File: config.mk
export PLATFORM = sky130hd
export DESIGN_NAME = acr_regs
export DESIGN_NICKNAME = d
export VERILOG_FILES = /design/src/include/acr_pkg.sv /design/src/hw/acr_spi_slave.sv /design/src/hw/acr_regs.sv
export VERILOG_INCLUDE_DIRS = /design/src /design/src/include
export SDC_FILE = /design/constraint.sdc
export NUM_CORES = 1
export LEC_CHECK = 0
export ABC_AREA = 1
export BUFFER_PORTS_ARGS = -buffer_cell sky130_fd_sc_hd__buf_2
export CAP_MARGIN = 5
export CORE_MARGIN = 5
export CORE_UTILIZATION = 30
export CTS_BUF_LIST = sky130_fd_sc_hd__clkbuf_8 sky130_fd_sc_hd__clkbuf_16
export DETAILED_ROUTE_END_ITERATION = 12
export PLACE_DENSITY = 0.54
export SLEW_MARGIN = 5
export SYNTH_ARGS = -nofsm -noshare
export SYNTH_HDL_FRONTEND = slang
export SYNTH_HIERARCHICAL = 1
export SYNTH_SLANG_ARGS = --single-unit
File: constraint.sdc
create_clock -name clk -period 2.2 [get_ports clk]
set_input_delay 0.22 -clock clk [delete_from_list [all_inputs] [get_ports clk]]
set_output_delay 0.22 -clock clk [all_outputs]
set_load 0.02 [all_outputs]
File: src/include/acr_consts.svh
// Constants for the converter configuration and test pattern register slice.
// Assumes inclusion by bare name from the package and bench files.
// Functional notes
// - Input control bit 5 picks channel A input mode, 0 differential and 1 single-ended.
// - On the fastest grade, loop power-down bit 2 at 0 gives a quarter-period sampling window, at 1 the loop is off and the window follows the clock duty cycle.
// - Input control bit 0 enables auto-zero, resetting to 1 on slower grades and 0 on the fastest.
// - A fuse-map load reloads the output bit mapping and returns earlier serial-port register writes to defaults.
// - An 18-bit pattern value spans low byte, middle byte and bits 1-0 of the third register, used MSB-aligned as the constant pattern.
// - In ramp mode the pattern value is the ramp step, 00001 for 18-bit, 00100 for 16-bit and 10000 for 14-bit resolution.
// - The 3-bit channel A selector picks 000 converter data, 010 ramp, 011 constant value, other codes unused.
// - The test pattern enters ahead of the bit mapper at native resolution, aligned from the MSB.
// - Pattern substitution behaves the same in every output format with no format-specific setting.
// - When enabled the bit mapper sets output resolution from a 3-bit code, 000 18-bit, 001 16-bit, 010 14-bit.
`ifndef ACR_CONSTS_SVH
`define ACR_CONSTS_SVH

`define ACR_ADDR_W        7
`define ACR_OFS_INPUT     7'h11
`define ACR_OFS_FUSE      7'h13
`define ACR_OFS_PAT_LO    7'h14
`define ACR_OFS_PAT_MID   7'h15
`define ACR_OFS_PAT_HI    7'h16

`define ACR_BIT_SE        5
`define ACR_BIT_DLL       2
`define ACR_BIT_AZ        0
`define ACR_BIT_FUSE      0
`define ACR_SEL_MSB       4
`define ACR_SEL_LSB       2
`define ACR_PATHI_MSB     1
`define ACR_PATHI_LSB     0

`define ACR_INPUT_RST_SLOW 8'h01
`define ACR_INPUT_RST_FAST 8'h00
`define ACR_BYTE_RST      8'h00
`define ACR_PAT_RST       18'h00000

`define ACR_SEL_NORMAL    3'h0
`define ACR_SEL_RAMP      3'h2
`define ACR_SEL_CONST     3'h3

`define ACR_RES_18        3'h0
`define ACR_RES_16        3'h1
`define ACR_RES_14        3'h2

`define ACR_FRAME_BITS    5'h10
`define ACR_ADDR_BITS     5'h08

`endif

File: src/include/acr_pkg.sv
// Types shared by the register slice and its serial port.
// Assumes the constants header sits on the include path.
`include "acr_consts.svh"
package acr_pkg;
	typedef logic [7:0]              acr_byte_t;
	typedef logic [`ACR_ADDR_W-1:0] acr_addr_t;
	typedef logic [17:0]             acr_word18_t;
	typedef logic [2:0]              acr_code_t;
	typedef logic [4:0]              acr_count_t;
endpackage : acr_pkg

File: src/hw/acr_spi_slave.sv
// Serial configuration port: 16-bit frames, read flag, 7-bit address, 8-bit data.
// Assumes serial pins synchronous to clk and far slower than it.
`timescale 1ns/1ns
module acr_spi_slave
	import acr_pkg::*;
(
	input  wire logic      clk,
	input  wire logic      sys_rst,
	input  wire logic      spi_sen_n,
	input  wire logic      spi_sclk,
	input  wire logic      spi_sdi,
	output logic           spi_sdo,
	output logic           spi_sdo_oe_n,
	output acr_addr_t      rd_addr,
	input  wire acr_byte_t rd_data,
	output logic           wr_stb,
	output acr_addr_t      wr_addr,
	output acr_byte_t      wr_data
);
	logic       sclk_reg;
	logic [15:0] shift_reg;
	acr_count_t count_reg;
	acr_byte_t  out_reg;
	logic       rise;
	logic       fall;
	logic       rd_flag_reg;

	assign rise         = spi_sclk & ~sclk_reg & ~spi_sen_n;
	assign fall         = ~spi_sclk & sclk_reg & ~spi_sen_n;
	assign rd_addr      = {shift_reg[5:0], spi_sdi};
	assign spi_sdo      = out_reg[7];
	// Read flag held for the whole frame, not taken from the moving shift register
	assign spi_sdo_oe_n = ~(~spi_sen_n & rd_flag_reg & (count_reg >= `ACR_ADDR_BITS)
		& (count_reg < `ACR_FRAME_BITS));

	always_ff @(posedge clk or posedge sys_rst)
	begin
		if (sys_rst)
			sclk_reg <= 1'b0;
		else
			sclk_reg <= spi_sclk;
	end

	// Shift in and count bits
	always_ff @(posedge clk or posedge sys_rst)
	begin
		if (sys_rst)
		begin
			shift_reg   <= 16'h0000;
			count_reg   <= 5'h00;
			rd_flag_reg <= 1'b0;
		end
		else if (spi_sen_n)
			count_reg <= 5'h00;
		else if (rise && count_reg < `ACR_FRAME_BITS)
		begin
			if (count_reg == 5'h00)
				rd_flag_reg <= spi_sdi;
			shift_reg <= {shift_reg[14:0], spi_sdi};
			count_reg <= count_reg + 5'h01;
		end
	end

	// Read data loaded after address, shifted on falling edges
	always_ff @(posedge clk or posedge sys_rst)
	begin
		if (sys_rst)
			out_reg <= 8'h00;
		else if (rise && count_reg == `ACR_ADDR_BITS - 5'h01)
			out_reg <= rd_data;
		else if (fall && count_reg >= `ACR_ADDR_BITS)
			out_reg <= {out_reg[6:0], 1'b0};
	end

	always_ff @(posedge clk or posedge sys_rst)
	begin
		if (sys_rst)
		begin
			wr_stb  <= 1'b0;
			wr_addr <= 7'h00;
			wr_data <= 8'h00;
		end
		else
		begin
			wr_stb <= rise && count_reg == `ACR_FRAME_BITS - 5'h01 && !shift_reg[14];
			if (rise && count_reg == `ACR_FRAME_BITS - 5'h01)
			begin
				wr_addr <= shift_reg[13:7];
				wr_data <= {shift_reg[6:0], spi_sdi};
			end
		end
	end
endmodule : acr_spi_slave

File: src/hw/acr_regs.sv
// Configuration registers, fuse-map load and channel A test pattern path.
// Assumes converter samples arrive with a one-cycle sample_valid enable.
`timescale 1ns/1ns
module acr_regs
	import acr_pkg::*;
#(
	parameter bit FAST_GRADE = 1'b0
)
(
	input  wire logic      clk,
	input  wire logic      sys_rst,
	input  wire logic      spi_sen_n,
	input  wire logic      spi_sclk,
	input  wire logic      spi_sdi,
	output logic           spi_sdo,
	output logic           spi_sdo_oe_n,
	input  wire logic [13:0] adc_data,
	input  wire logic      sample_valid,
	input  wire logic      mapper_enable,
	input  wire acr_code_t output_resolution_code,
	output logic           single_ended_input_sel,
	output logic           delay_loop_power_down,
	output logic           sample_window_half,
	output logic           auto_zero_enable,
	output logic           fuse_map_load_stb,
	output acr_word18_t    test_data,
	output acr_word18_t    mapped_data
);
	localparam acr_byte_t INPUT_RST = FAST_GRADE ? `ACR_INPUT_RST_FAST : `ACR_INPUT_RST_SLOW;

	acr_addr_t   rd_addr;
	acr_byte_t   rd_data;
	logic        wr_stb;
	acr_addr_t   wr_addr;
	acr_byte_t   wr_data;
	acr_byte_t   input_reg;
	logic        fuse_reg;
	acr_byte_t   pat_lo_reg;
	acr_byte_t   pat_mid_reg;
	logic [1:0]  pat_hi_reg;
	acr_code_t   sel_reg;
	acr_word18_t pattern_value;
	acr_word18_t ramp_reg;
	acr_word18_t ramp_next;
	logic        fuse_release;

	acr_spi_slave i_acr_spi_slave
	(
		.clk          (clk),
		.sys_rst      (sys_rst),
		.spi_sen_n    (spi_sen_n),
		.spi_sclk     (spi_sclk),
		.spi_sdi      (spi_sdi),
		.spi_sdo      (spi_sdo),
		.spi_sdo_oe_n (spi_sdo_oe_n),
		.rd_addr      (rd_addr),
		.rd_data      (rd_data),
		.wr_stb       (wr_stb),
		.wr_addr      (wr_addr),
		.wr_data      (wr_data)
	);

	// Load completes on the 1 to 0 write of the load bit
	assign fuse_release = wr_stb && wr_addr == `ACR_OFS_FUSE
		&& !wr_data[`ACR_BIT_FUSE] && fuse_reg;

	always_ff @(posedge clk or posedge sys_rst)
	begin
		if (sys_rst)
		begin
			fuse_reg          <= 1'b0;
			fuse_map_load_stb <= 1'b0;
		end
		else
		begin
			fuse_map_load_stb <= fuse_release;
			if (wr_stb && wr_addr == `ACR_OFS_FUSE)
				fuse_reg <= wr_data[`ACR_BIT_FUSE];
		end
	end

	// Input control; returned to its reset value by a fuse-map load
	always_ff @(posedge clk or posedge sys_rst)
	begin
		if (sys_rst)
			input_reg <= INPUT_RST;
		else if (fuse_release)
			input_reg <= INPUT_RST;
		else if (wr_stb && wr_addr == `ACR_OFS_INPUT)
		begin
			input_reg                 <= 8'h00;
			input_reg[`ACR_BIT_SE]  <= wr_data[`ACR_BIT_SE];
			input_reg[`ACR_BIT_DLL] <= wr_data[`ACR_BIT_DLL];
			input_reg[`ACR_BIT_AZ]  <= wr_data[`ACR_BIT_AZ];
		end
	end

	assign single_ended_input_sel = input_reg[`ACR_BIT_SE];
	assign auto_zero_enable       = input_reg[`ACR_BIT_AZ];
	assign delay_loop_power_down  = FAST_GRADE & input_reg[`ACR_BIT_DLL];
	assign sample_window_half     = delay_loop_power_down;

	// Pattern value and selector; cleared by a fuse-map load
	always_ff @(posedge clk or posedge sys_rst)
	begin
		if (sys_rst)
		begin
			pat_lo_reg  <= `ACR_BYTE_RST;
			pat_mid_reg <= `ACR_BYTE_RST;
			pat_hi_reg  <= 2'h0;
			sel_reg     <= `ACR_SEL_NORMAL;
		end
		else if (fuse_release)
		begin
			pat_lo_reg  <= `ACR_BYTE_RST;
			pat_mid_reg <= `ACR_BYTE_RST;
			pat_hi_reg  <= 2'h0;
			sel_reg     <= `ACR_SEL_NORMAL;
		end
		else if (wr_stb)
		begin
			if (wr_addr == `ACR_OFS_PAT_LO)
				pat_lo_reg <= wr_data;
			if (wr_addr == `ACR_OFS_PAT_MID)
				pat_mid_reg <= wr_data;
			if (wr_addr == `ACR_OFS_PAT_HI)
			begin
				pat_hi_reg <= wr_data[`ACR_PATHI_MSB:`ACR_PATHI_LSB];
				sel_reg    <= wr_data[`ACR_SEL_MSB:`ACR_SEL_LSB];
			end
		end
	end

	assign pattern_value = {pat_hi_reg, pat_mid_reg, pat_lo_reg};

	// Register readback, reserved bits and unmapped addresses read zero
	always_comb
	begin
		case (rd_addr)
			`ACR_OFS_INPUT:   rd_data = input_reg;
			`ACR_OFS_FUSE:    rd_data = {7'h00, fuse_reg};
			`ACR_OFS_PAT_LO:  rd_data = pat_lo_reg;
			`ACR_OFS_PAT_MID: rd_data = pat_mid_reg;
			`ACR_OFS_PAT_HI:  rd_data = {3'h0, sel_reg, pat_hi_reg};
			default:          rd_data = 8'h00;
		endcase
	end

	// Ramp accumulator, one step per sample
	assign ramp_next = ramp_reg + pattern_value;

	always_ff @(posedge clk or posedge sys_rst)
	begin
		if (sys_rst)
			ramp_reg <= `ACR_PAT_RST;
		else if (sel_reg != `ACR_SEL_RAMP)
			ramp_reg <= `ACR_PAT_RST;
		else if (sample_valid)
			ramp_reg <= ramp_next;
	end

	// Source select ahead of the mapper, same for every output format
	always_ff @(posedge clk or posedge sys_rst)
	begin
		if (sys_rst)
			test_data <= `ACR_PAT_RST;
		else if (sample_valid)
		begin
			case (sel_reg)
				`ACR_SEL_RAMP:  test_data <= ramp_reg;
				`ACR_SEL_CONST: test_data <= pattern_value;
				default:        test_data <= {adc_data, 4'h0};
			endcase
		end
	end

	// Output bit mapper resolution
	always_ff @(posedge clk or posedge sys_rst)
	begin
		if (sys_rst)
			mapped_data <= `ACR_PAT_RST;
		else if (!mapper_enable)
			mapped_data <= test_data;
		else
		begin
			case (output_resolution_code)
				`ACR_RES_16: mapped_data <= {test_data[17:2], 2'h0};
				`ACR_RES_14: mapped_data <= {test_data[17:4], 4'h0};
				default:     mapped_data <= test_data;
			endcase
		end
	end
endmodule : acr_regs

* Word-level counts from Yosys, hierarchy flattened *
Cells that the tools add are included.

word-level totals
  output and inout port bits = 43
  logic and storage cells = 99
  input port bits = 24
  flip-flop bits (word level) = 131

operators by class
  magnitude comparators = 2
  add/subtract/negate cells = 2
  multiplexer cells = 24
  bitwise logic cells = 11
  reduce and logical (&&, ||, !) cells = 25
  equality and inequality tests = 17

operators by type and width
  kind                 count
  $mux 8               10
  $eq 7x5->1 const B   10
  $pmux 8 s5           1
  $mux 18              2
  $pmux 18 s2          1
  $add 18x18->18       1
  $reduce_bool 2->1    8
  $mux 5               2
  $eq 3x2->1 const B   3
  $logic_and 1x1->1    9
  $mux 3               3
  $pmux 4 s2           1
  $reduce_and 2->1     4
  $and 1x1->1          7
  $mux 2               3
  $add 5x1->5 const B  1
  $eq 5x3->1 const B   1
  $eq 5x4->1 const B   1
  $ge 5x4->1 const B   1
  $logic_not 5->1      1
  $lt 5x5->1 const B   1
  $mux 4               1
  $not 1->1            4
  $eq 3x1->1 const B   1
  other kinds (3)      4

* Depth between registers and ports, before layout *
Gate-level depths: netlist of run 1.

  depth in word-level cells = 6
  mapped depth = 12
  mapped depth without buffers = 12

* Cells and area by module *
Netlist of run 1, hierarchy kept.

by module, submodules not included
  module         seq. area each (um^2)  area each (um^2)  cells each  times used
  acr_regs       2003.2                 4478.0            573         1
  acr_spi_slave  1151.1                 2158.3            216         1

* Worst setup path after synthesis of run 1 *
OpenSTA, ideal clock, no wires.

  kind = register to register
  start = reg pat_lo_reg[0]
  end = reg ramp_reg[14]
  cell stages (with the launch flop) = 12
  period minus slack after synthesis = 1757 ps
  data required time = 2083 ps
  arrival = 1639 ps
  slack = 443 ps
  cells stage by stage = dfrtp_1 ha_1 inv_1 fa_1 o21ai_1 nand2_1 nand2_1 nand2_1 nand2_1 nand2_1 nand3_1 nand2_1

on the way
  longest elaborated chain between the ends = 3

ends and longest elaborated chain
  item                    RTL line         source
  from (decl)             acr_regs.sv:38   acr_byte_t pat_lo_reg;
  from (signal assigned)  acr_regs.sv:108  pat_lo_reg <= `ACR_BYTE_RST;
  from (signal assigned)  acr_regs.sv:115  pat_lo_reg <= `ACR_BYTE_RST;
  from (signal assigned)  acr_regs.sv:123  pat_lo_reg <= wr_data;
  $add 18x18->18          acr_regs.sv:150  assign ramp_next = ramp_reg + pattern_value;
  $mux 18                 acr_regs.sv:158  else if (sample_valid)
  $mux 18                 acr_regs.sv:156  else if (sel_reg != `ACR_SEL_RAMP)
  to (signal assigned)    acr_regs.sv:155  ramp_reg <= `ACR_PAT_RST;
  to (signal assigned)    acr_regs.sv:157  ramp_reg <= `ACR_PAT_RST;
  to (signal assigned)    acr_regs.sv:159  ramp_reg <= ramp_next;
  to (decl)               acr_regs.sv:43   acr_word18_t ramp_reg;

No other way between the ends. The select of a mux whose other input is x is not followed.
A chain may end at the register's enable or synchronous reset.

* Worst setup path after layout of run 1 *
Same ends and word-level chain as after synthesis.

==> results of run 1 <==
==> where the power goes <==
part / internal, uW / total, uW / switching, uW
Sequential: 2440 / 2520 / 74.7
Clock: 1830 / 3010 / 1180
Combinational: 145 / 448 / 303
Total: 4410 / 5970 / 1560
==> routing by layer <==
| layer | wire length (um) | up-vias | global-route usage [%] |
|---|---|---|---|
| met5 | 0 | - | 0 |
| met4 | 189 | 0 | 4.26 |
| met3 | 702 | 16 | 3.68 |
| met2 | 7960 | 99 | 21.8 |
| met1 | 8570 | 2546 | 19.9 |
| li1 | - | 2764 | - |
==> cells by family after synthesis <==
logic type | synth area share [%]
AND/OR/NAND/NOR | 28.6
buffers and inverters | 8.09
adder cells (fa/ha/maj) | 4.07
other | 0.0565
flip-flops | 47.5
XOR/XNOR | 0.264
AO/OA/AOI/OAI | 11.4
==> worst max-delay path, stage by stage, from the launching register on <==
cell                      delay, ns
sky130_fd_sc_hd__dfrtp_1       0.35
sky130_fd_sc_hd__ha_1          0.19
sky130_fd_sc_hd__inv_1         0.06
sky130_fd_sc_hd__fa_1          0.41
sky130_fd_sc_hd__o21ai_1       0.29
sky130_fd_sc_hd__nand2_1       0.08
sky130_fd_sc_hd__nand2_1       0.14
sky130_fd_sc_hd__nand2_1       0.09
sky130_fd_sc_hd__nand2_1       0.08
sky130_fd_sc_hd__nand2_1       0.05
sky130_fd_sc_hd__nand3_1       0.06
sky130_fd_sc_hd__nand2_1       0.05
==> synthesized netlist by cell type (4+ instances only) <==
cell type,n,share of area (%)
sky130_fd_sc_hd__nand2_1,214,12
sky130_fd_sc_hd__ha_1,20,3.8
sky130_fd_sc_hd__nand2_2,21,2.0
sky130_fd_sc_hd__o21ai_0,41,3.1
sky130_fd_sc_hd__dfrtp_1,125,47
sky130_fd_sc_hd__nand4_1,19,1.8
sky130_fd_sc_hd__buf_4,12,1.4
sky130_fd_sc_hd__a31oi_1,5,0.47
sky130_fd_sc_hd__nand3_1,63,4.8
sky130_fd_sc_hd__a22oi_1,7,0.79
sky130_fd_sc_hd__clkbuf_1,5,0.28
sky130_fd_sc_hd__inv_1,79,4.5
sky130_fd_sc_hd__nor2_1,51,2.9
sky130_fd_sc_hd__nand2_4,8,1.4
sky130_fd_sc_hd__o21ai_1,9,0.68
sky130_fd_sc_hd__nor3_1,6,0.45
sky130_fd_sc_hd__nor2_2,4,0.38
sky130_fd_sc_hd__o21ai_2,15,2.0
sky130_fd_sc_hd__nand3b_1,5,0.57
sky130_fd_sc_hd__inv_2,4,0.23
sky130_fd_sc_hd__a41oi_1,9,1.2
sky130_fd_sc_hd__a21oi_1,23,1.7
sky130_fd_sc_hd__buf_6,8,1.4
==> stage by stage <==
step	worst slack, ns	total power [uW]
floorplan	0.443	2880
global placement	0.224	3000
detailed placement	0.244	3010
CTS	0.209	6060
global route	0.0114	6250
finish	0.229	5970
==> worst max-delay path by stage <==
stage | from | to | slack (ns) | cells after the start
finish | pat_lo_reg[0]$_DFFE_PP0P_ | ramp_reg[14]$_DFFE_PP0P_ | 0.23 | 11
global route | pat_lo_reg[0]$_DFFE_PP0P_ | ramp_reg[10]$_DFFE_PP0P_ | 0.01 | 11
CTS | pat_lo_reg[0]$_DFFE_PP0P_ | ramp_reg[14]$_DFFE_PP0P_ | 0.21 | 11
detailed placement | pat_lo_reg[6]$_DFFE_PP0P_ | ramp_reg[17]$_DFFE_PP0P_ | 0.24 | 10
global placement | pat_lo_reg[6]$_DFFE_PP0P_ | ramp_reg[17]$_DFFE_PP0P_ | 0.22 | 10
floorplan | pat_lo_reg[0]$_DFFE_PP0P_ | ramp_reg[14]$_DFFE_PP0P_ | 0.44 | 11
==> final cells by class <==
type,count,area [um2]
Tap cell,280,350
Inverter,84,319
Timing Repair Buffer,88,520
Fill cell,2290,13900
Clock buffer,17,425
Clock inverter,15,201
Multi-Input combinational cell,550,2950
Sequential cell,126,3150
==> what timing repair did <==
action / CTS / global route
endpoints found under the hold margin: 55 / 0
setup endpoints to repair: 0 / 0
hold buffers: 3 / 0
gates resized for setup: 0 / 0
==> results, run 1 <==
- Across the run, the number of max-cap violations was 0.
- After floorplanning, the core was sized to cover 0.0218 mm2.
- The number of antenna violations at the first check in global routing came to 0.
- The HPWL reported at the end of detailed placement is 13.2 mm.
- The final routed DRC violation total is 0.
- The total clock buffers created by CTS is 17.
- The number of buffers on the longest clock path is 2.
- At the pin with the least slew margin, the transition time is 0.685 ns.
- The number of detailed-routing iterations run before antenna repair is 5.
- The startpoint of the lowest-slack hold path is adc_data[7].
- The detailed-route vias per instance is 4.68.
- The TritonCTS clock tree is done.
- The total number of vias is 5425.
- STA classifies the critical path endpoint as a flip-flop.
- In this run the worst path has a maximum fanout of 4.
- The floorplan has 54 rows.
- Setup repair after global routing left no endpoint under its margin.
- The wire length per cell after detailed routing is 15.0 um.
- The library cell used most frequently in the layout, excluding fill and tap cells, is sky130_fd_sc_hd__nand2_1.
- The first-pass GRT wire length is 29.2 mm.
- The worst-case register-to-register setup slack is 0.23 ns.
- For this design the static power due to leakage is 0.00402 uW.
- For the worst setup path, the data required time is 2.52 ns.
- The beginning of the worst register-to-register path is pat_lo_reg[0]$_DFFE_PP0P_.
- The root cell of the clock tree is sky130_fd_sc_hd__clkbuf_16.
- The fmax is 0.507 GHz.
- The power density over the cells is 754 mW/mm2.
- The share of final-layout standard cells stronger than drive strength 1 is 20.8%.
- The worst slew margin relative to its limit is 54.3%.
- Sequential elements use 47.5% of the synthesized area.
- The count of final setup violators is 0.
- The synthesis-stage register bit count is 126.
- The number of hold-slack violations in the final timing report is 0.
- At the end of routability-driven placement, the weighted congestion stood at 0.837.
- The worst setup path is launched from a flip-flop.
- The total grt overflow is 0.
- The first routing iteration left 293 violations.
- The die covers 0.0252 mm2.
- The number of top-level design ports is 67.
- The endpoint of the lowest-slack register-to-register path is ramp_reg[14]$_DFFE_PP0P_.
- The count of input and output buffers is 64.
- Once layout is complete, the utilization of the core stands at 36.3%.
- The maximum vdd ir drop is 520 uV.
- Dividing the synthesized area by the synthesized cell count gives 8.41 um2.
- The number of nets in the layout is 912.
- Along the worst hold path, the cell count comes to 3.
- The worst hold margin is 0.0717 ns.
- In the final timing run, aggregate negative setup slack is 0 ns.
- The via count of the first global-routing pass was 5422.
- The number of enable-type register cells in the synthesized netlist is 0.
- The maximum clock skew at final layout is 0.0112 ns.
- Relative to the synthesized area, the layout overhead comes to 19.3%.
- The summed area of non-filler cells in the final layout is 0.00792 mm2.
- The area of placed instances is 0.00726 mm2.
- The flow ran to the end, and the final reports show no timing, DRC or antenna violations.
- After detailed routing, the total wire length is 17.4 mm.
- The final standard cell count with taps included and fillers excluded is 1160.
- The top cell types in the final layout, fill and taps aside, are sky130_fd_sc_hd__nand2_1 (214), sky130_fd_sc_hd__dfrtp_1 (125), sky130_fd_sc_hd__inv_1 (77).
- After clock tree synthesis, the clock-pin slew on the worst setup and hold paths is 0.06 ns.
- The H-tree was split into 4 levels.
- The cell total after placement is 1125.
- The type of the most critical hold path is input pin to flip-flop.
- The later pin in the worst-skew pair is clocked with a latency of 0.43 ns.
- The destination of the worst hold path is test_data[11]$_DFFE_PP0P_.
- The mapped cell area is 0.00664 mm2.
- CTS saw 126 sinks.
- The repair_antennas step left the layout with diodes totalling 0.
- The primary flip-flop cell chosen by synthesis mapping is sky130_fd_sc_hd__dfrtp_1.
- For the worst flop-to-flop path, the logic depth is 11.
- The number of standard cells after synthesis is 789.
- The max-slew violation count is 0.
- In this run the post-CTS setup repair buffer count came out at 0.
- In the synthesized netlist the async set-or-reset flop fraction comes to 100%.
- The height of the chip is 159 um.
- The critical path start-end classification is flip-flop to flip-flop.
- The minimum period implied by the final worst setup slack is 1.97 ns.
- The overall routing resource usage is 14.3%.
- The pin count of the biggest net entering global routing is 36.
- The final critical path takes up 89.6% of the cycle.
- Data arrives at the worst endpoint at 2.29 ns.
- The die width is 159 um.
- The effective utilization at floorplan is 30.4%.
- The number of distinct standard cells referenced by the synthesized netlist is 48.
- In this run the remaining antenna-violating nets after routing total 0.
- Yosys printed 6 warnings.
(Power assumes the default switching activity.)
==> run 2: changes to the inputs <==
--- a/config.mk
+++ b/config.mk
@@ -10,10 +10,10 @@
 export BUFFER_PORTS_ARGS = -buffer_cell sky130_fd_sc_hd__buf_2
 export CAP_MARGIN = 5
 export CORE_MARGIN = 5
-export CORE_UTILIZATION = 30
+export CORE_UTILIZATION = 35
 export CTS_BUF_LIST = sky130_fd_sc_hd__clkbuf_8 sky130_fd_sc_hd__clkbuf_16
 export DETAILED_ROUTE_END_ITERATION = 12
-export PLACE_DENSITY = 0.54
+export PLACE_DENSITY = 0.6
 export SLEW_MARGIN = 5
 export SYNTH_ARGS = -nofsm -noshare
 export SYNTH_HDL_FRONTEND = slang
==> results, run 2 (synthesis results as in run 1) <==
- The die width is 148 um (was 159 um).
- The type of the most critical hold path is input pin to flip-flop (unchanged).
- The height of the chip came to 148 um (was 159 um).
- The worst slew margin relative to its limit is 63.3% (was 54.3%).
- The wire length after detailed routing is 16.6 mm (was 17.4 mm).
- Unrepaired setup endpoints after global routing: false (unchanged).
- The pin slew with the least headroom to its limit is 0.550 ns (was 0.685 ns).
- The starting DRC count in detailed routing is 427 (was 293).
- The element type at the critical path start is a flip-flop (unchanged).
- The total clock buffers created by CTS is 17 (unchanged).
- Commonest cells after routing, fill and taps aside: sky130_fd_sc_hd__nand2_1 (214), sky130_fd_sc_hd__dfrtp_1 (125), sky130_fd_sc_hd__inv_1 (78) (was sky130_fd_sc_hd__nand2_1 (214), sky130_fd_sc_hd__dfrtp_1 (125), sky130_fd_sc_hd__inv_1 (77)).
- The share of final-layout standard cells stronger than drive strength 1 came to 20.8% (unchanged).
- The worst-path maximum fanout came to 4 (unchanged).
- The number of sinks handled by clock tree synthesis was 126 (unchanged).
- The number of antenna violations at the first check in global routing came to 0 (unchanged).
- The root cell of the clock tree is sky130_fd_sc_hd__clkbuf_16 (unchanged).
- The TritonCTS clock tree is done (unchanged).
- The area enclosed by the die boundary is 0.0218 mm2 (was 0.0252 mm2).
- The wire length per cell after detailed routing was 14.9 um (was 15.0 um).
- The number of hold-slack violations in the final timing report came to 0 (unchanged).
- The number of diodes is 0 (unchanged).
- The maximum vdd ir drop is 704 uV (was 520 uV).
- The final clock period utilization by the worst path is 89.1% (was 89.6%).
- The summed area of non-filler cells in the final layout is 0.00791 mm2 (was 0.00792 mm2).
- The cell row count is 50 (was 54).
- The pin count of the biggest net entering global routing is 36 (unchanged).
- The clock latency on the worst-skew pair was 0.42 ns (was 0.43 ns).
- The count of input and output buffers was 64 (unchanged).
- The overall routing resource usage came to 15.7% (was 14.3%).
- The effective utilization at floorplan is 35.5% (was 30.4%).
- The remaining antenna violation count after routing is 0 (unchanged).
- The number of levels the H-tree was split into is 4 (unchanged).
- The first-pass GRT wire length came to 27.3 mm (was 29.2 mm).
- The fmax is 0.510 GHz (was 0.507 GHz).
- The total grt overflow is 0 (unchanged).
- The number of detailed-routing iterations run before antenna repair is 6 (was 5).
- The minimum period implied by the final worst setup slack is 1.96 ns (was 1.97 ns).
- The static leakage is 0.00404 uW (was 0.00402 uW).
- The clock slew at the register clock pins of the worst setup and hold paths came to 0.06 ns (about the same).
- The maximum clock skew at final layout is 0.00768 ns (was 0.0112 ns).
- The type of element capturing the critical path is a flip-flop (unchanged).
- The signal arrival time at the worst endpoint is 2.27 ns (was 2.29 ns).
- The total setup buffers inserted after CTS came to 0 (unchanged).
- The max-slew violation count came to 0 (unchanged).
- The final routed DRC violation total came to 0 (unchanged).
- The number of nets in the layout is 912 (unchanged).
- Run status: finished, final reports clean (unchanged).
- The HPWL reported at the end of detailed placement is 12.3 mm (was 13.2 mm).
- The number of buffers on the longest clock path is 2 (unchanged).
- The total number of vias was 5491 (was 5425).
- The count of final setup violators came to 0 (unchanged).
- The area of placed instances is 0.00721 mm2 (was 0.00726 mm2).
- The detailed-route vias per instance is 4.93 (was 4.68).
- The power density over the cells is 780 mW/mm2 (was 754 mW/mm2).
- The placeable core region is 0.0187 mm2 (was 0.0218 mm2).
- The post-synthesis to final-layout area growth is 19.2% (was 19.3%).
- The max capacitance violation total is 0 (unchanged).
- The sum of negative setup slack was 0 ns (unchanged).
- The commonest non-fill, non-tap cell in the layout is sky130_fd_sc_hd__nand2_1 (unchanged).
- The number of top-level design ports is 67 (unchanged).
- The weighted congestion at the end of routability-driven global placement is 0.909 (was 0.837).
- The critical path start-end classification is flip-flop to flip-flop (unchanged).
- The via count of the first global-routing pass is 5181 (was 5422).
- The data required time of the worst path is 2.51 ns (was 2.52 ns).
[run 2: changes by cell type in the layout (fill, tap and decap cells not counted), sizes merged]
cell / change
bufinv: +3
clkinv: +2
clkinvlp: +1
inv: -6
[run 2: worst paths after layout]
check,startpoint,end,slack [ns],cells past startpoint
max,pat_lo_reg[0]$_DFFE_PP0P_,ramp_reg[16]$_DFFE_PP0P_,0.24,11
min,adc_data[5],test_data[9]$_DFFE_PP0P_,0.07,3
max reg2reg,pat_lo_reg[0]$_DFFE_PP0P_,ramp_reg[16]$_DFFE_PP0P_,0.24,11
min reg2reg,test_data[6]$_DFFE_PP0P_,mapped_data[6]$_DFF_PP0_,0.39,0
max in group asynchronous,sys_rst,mapped_data[12]$_DFF_PP0_,1.12,4
min in group asynchronous,sys_rst,fuse_map_load_stb$_DFF_PP0_,0.40,3
[run 2: what timing repair did]
action | 4_1_cts | 5_1_grt
hold buffers | 3 | 0
setup endpoints to repair | 0 | 3
resized for setup | 0 | 1
endpoints found under the hold margin | 46 | 0
[run 2: metal layers]
layer / share of wire, % / routed length (um) / up-vias / GRT usage, %
li1: - / - / 2760 / -
met1: 49 / 8080 / 2543 / 22.4
met5: 0 / 0 / - / 0
met2: 44 / 7290 / 172 / 23.3
met3: 6.6 / 1090 / 16 / 4.57
met4: 0.92 / 153 / 0 / 3.96
[run 2: critical path, stage by stage (launching register included)]
cell                      delay (ns)
sky130_fd_sc_hd__dfrtp_1        0.36
sky130_fd_sc_hd__ha_1           0.19
sky130_fd_sc_hd__inv_1          0.06
sky130_fd_sc_hd__fa_1           0.43
sky130_fd_sc_hd__o21ai_2        0.25
sky130_fd_sc_hd__nand2_1        0.08
sky130_fd_sc_hd__nand2_1        0.14
sky130_fd_sc_hd__nand2_1        0.09
sky130_fd_sc_hd__nand2_1        0.07
sky130_fd_sc_hd__nand2_1        0.04
sky130_fd_sc_hd__nand3_1        0.06
sky130_fd_sc_hd__nand2_1        0.06
[run 2: layout make-up]
class	count	area, um2
clock buffers	17	425
clock inverters	15	245
repair buffers	88	520
inverters	84	319
fillers	1858	10800
well taps	234	293
multi-input cells	550	2950
flip-flops and latches	126	3150
[run 2: power breakdown]
part / switching [uW] / internal, uW / leakage (uW)
Combinational: 299 / 144 / 0.00206
Sequential: 70.4 / 2440 / 0.00165
Clock: 1090 / 2120 / 0.000328
Total: 1460 / 4710 / 0.00404
[run 2: metrics by stage]
stage	setup WS [ns]	utilization, %	total power (uW)	std cells	hold slack (ns)
floorplan	0.443	-	2880	790	0.251
global placement	0.243	38.5	2990	1079	0.298
detailed placement	0.218	38.5	3000	1079	0.299
CTS	0.156	42.3	6230	1114	0.0572
global route	0.0306	42.3	6420	1114	0.0747
finish	0.239	42.3	6170	1114	0.0739
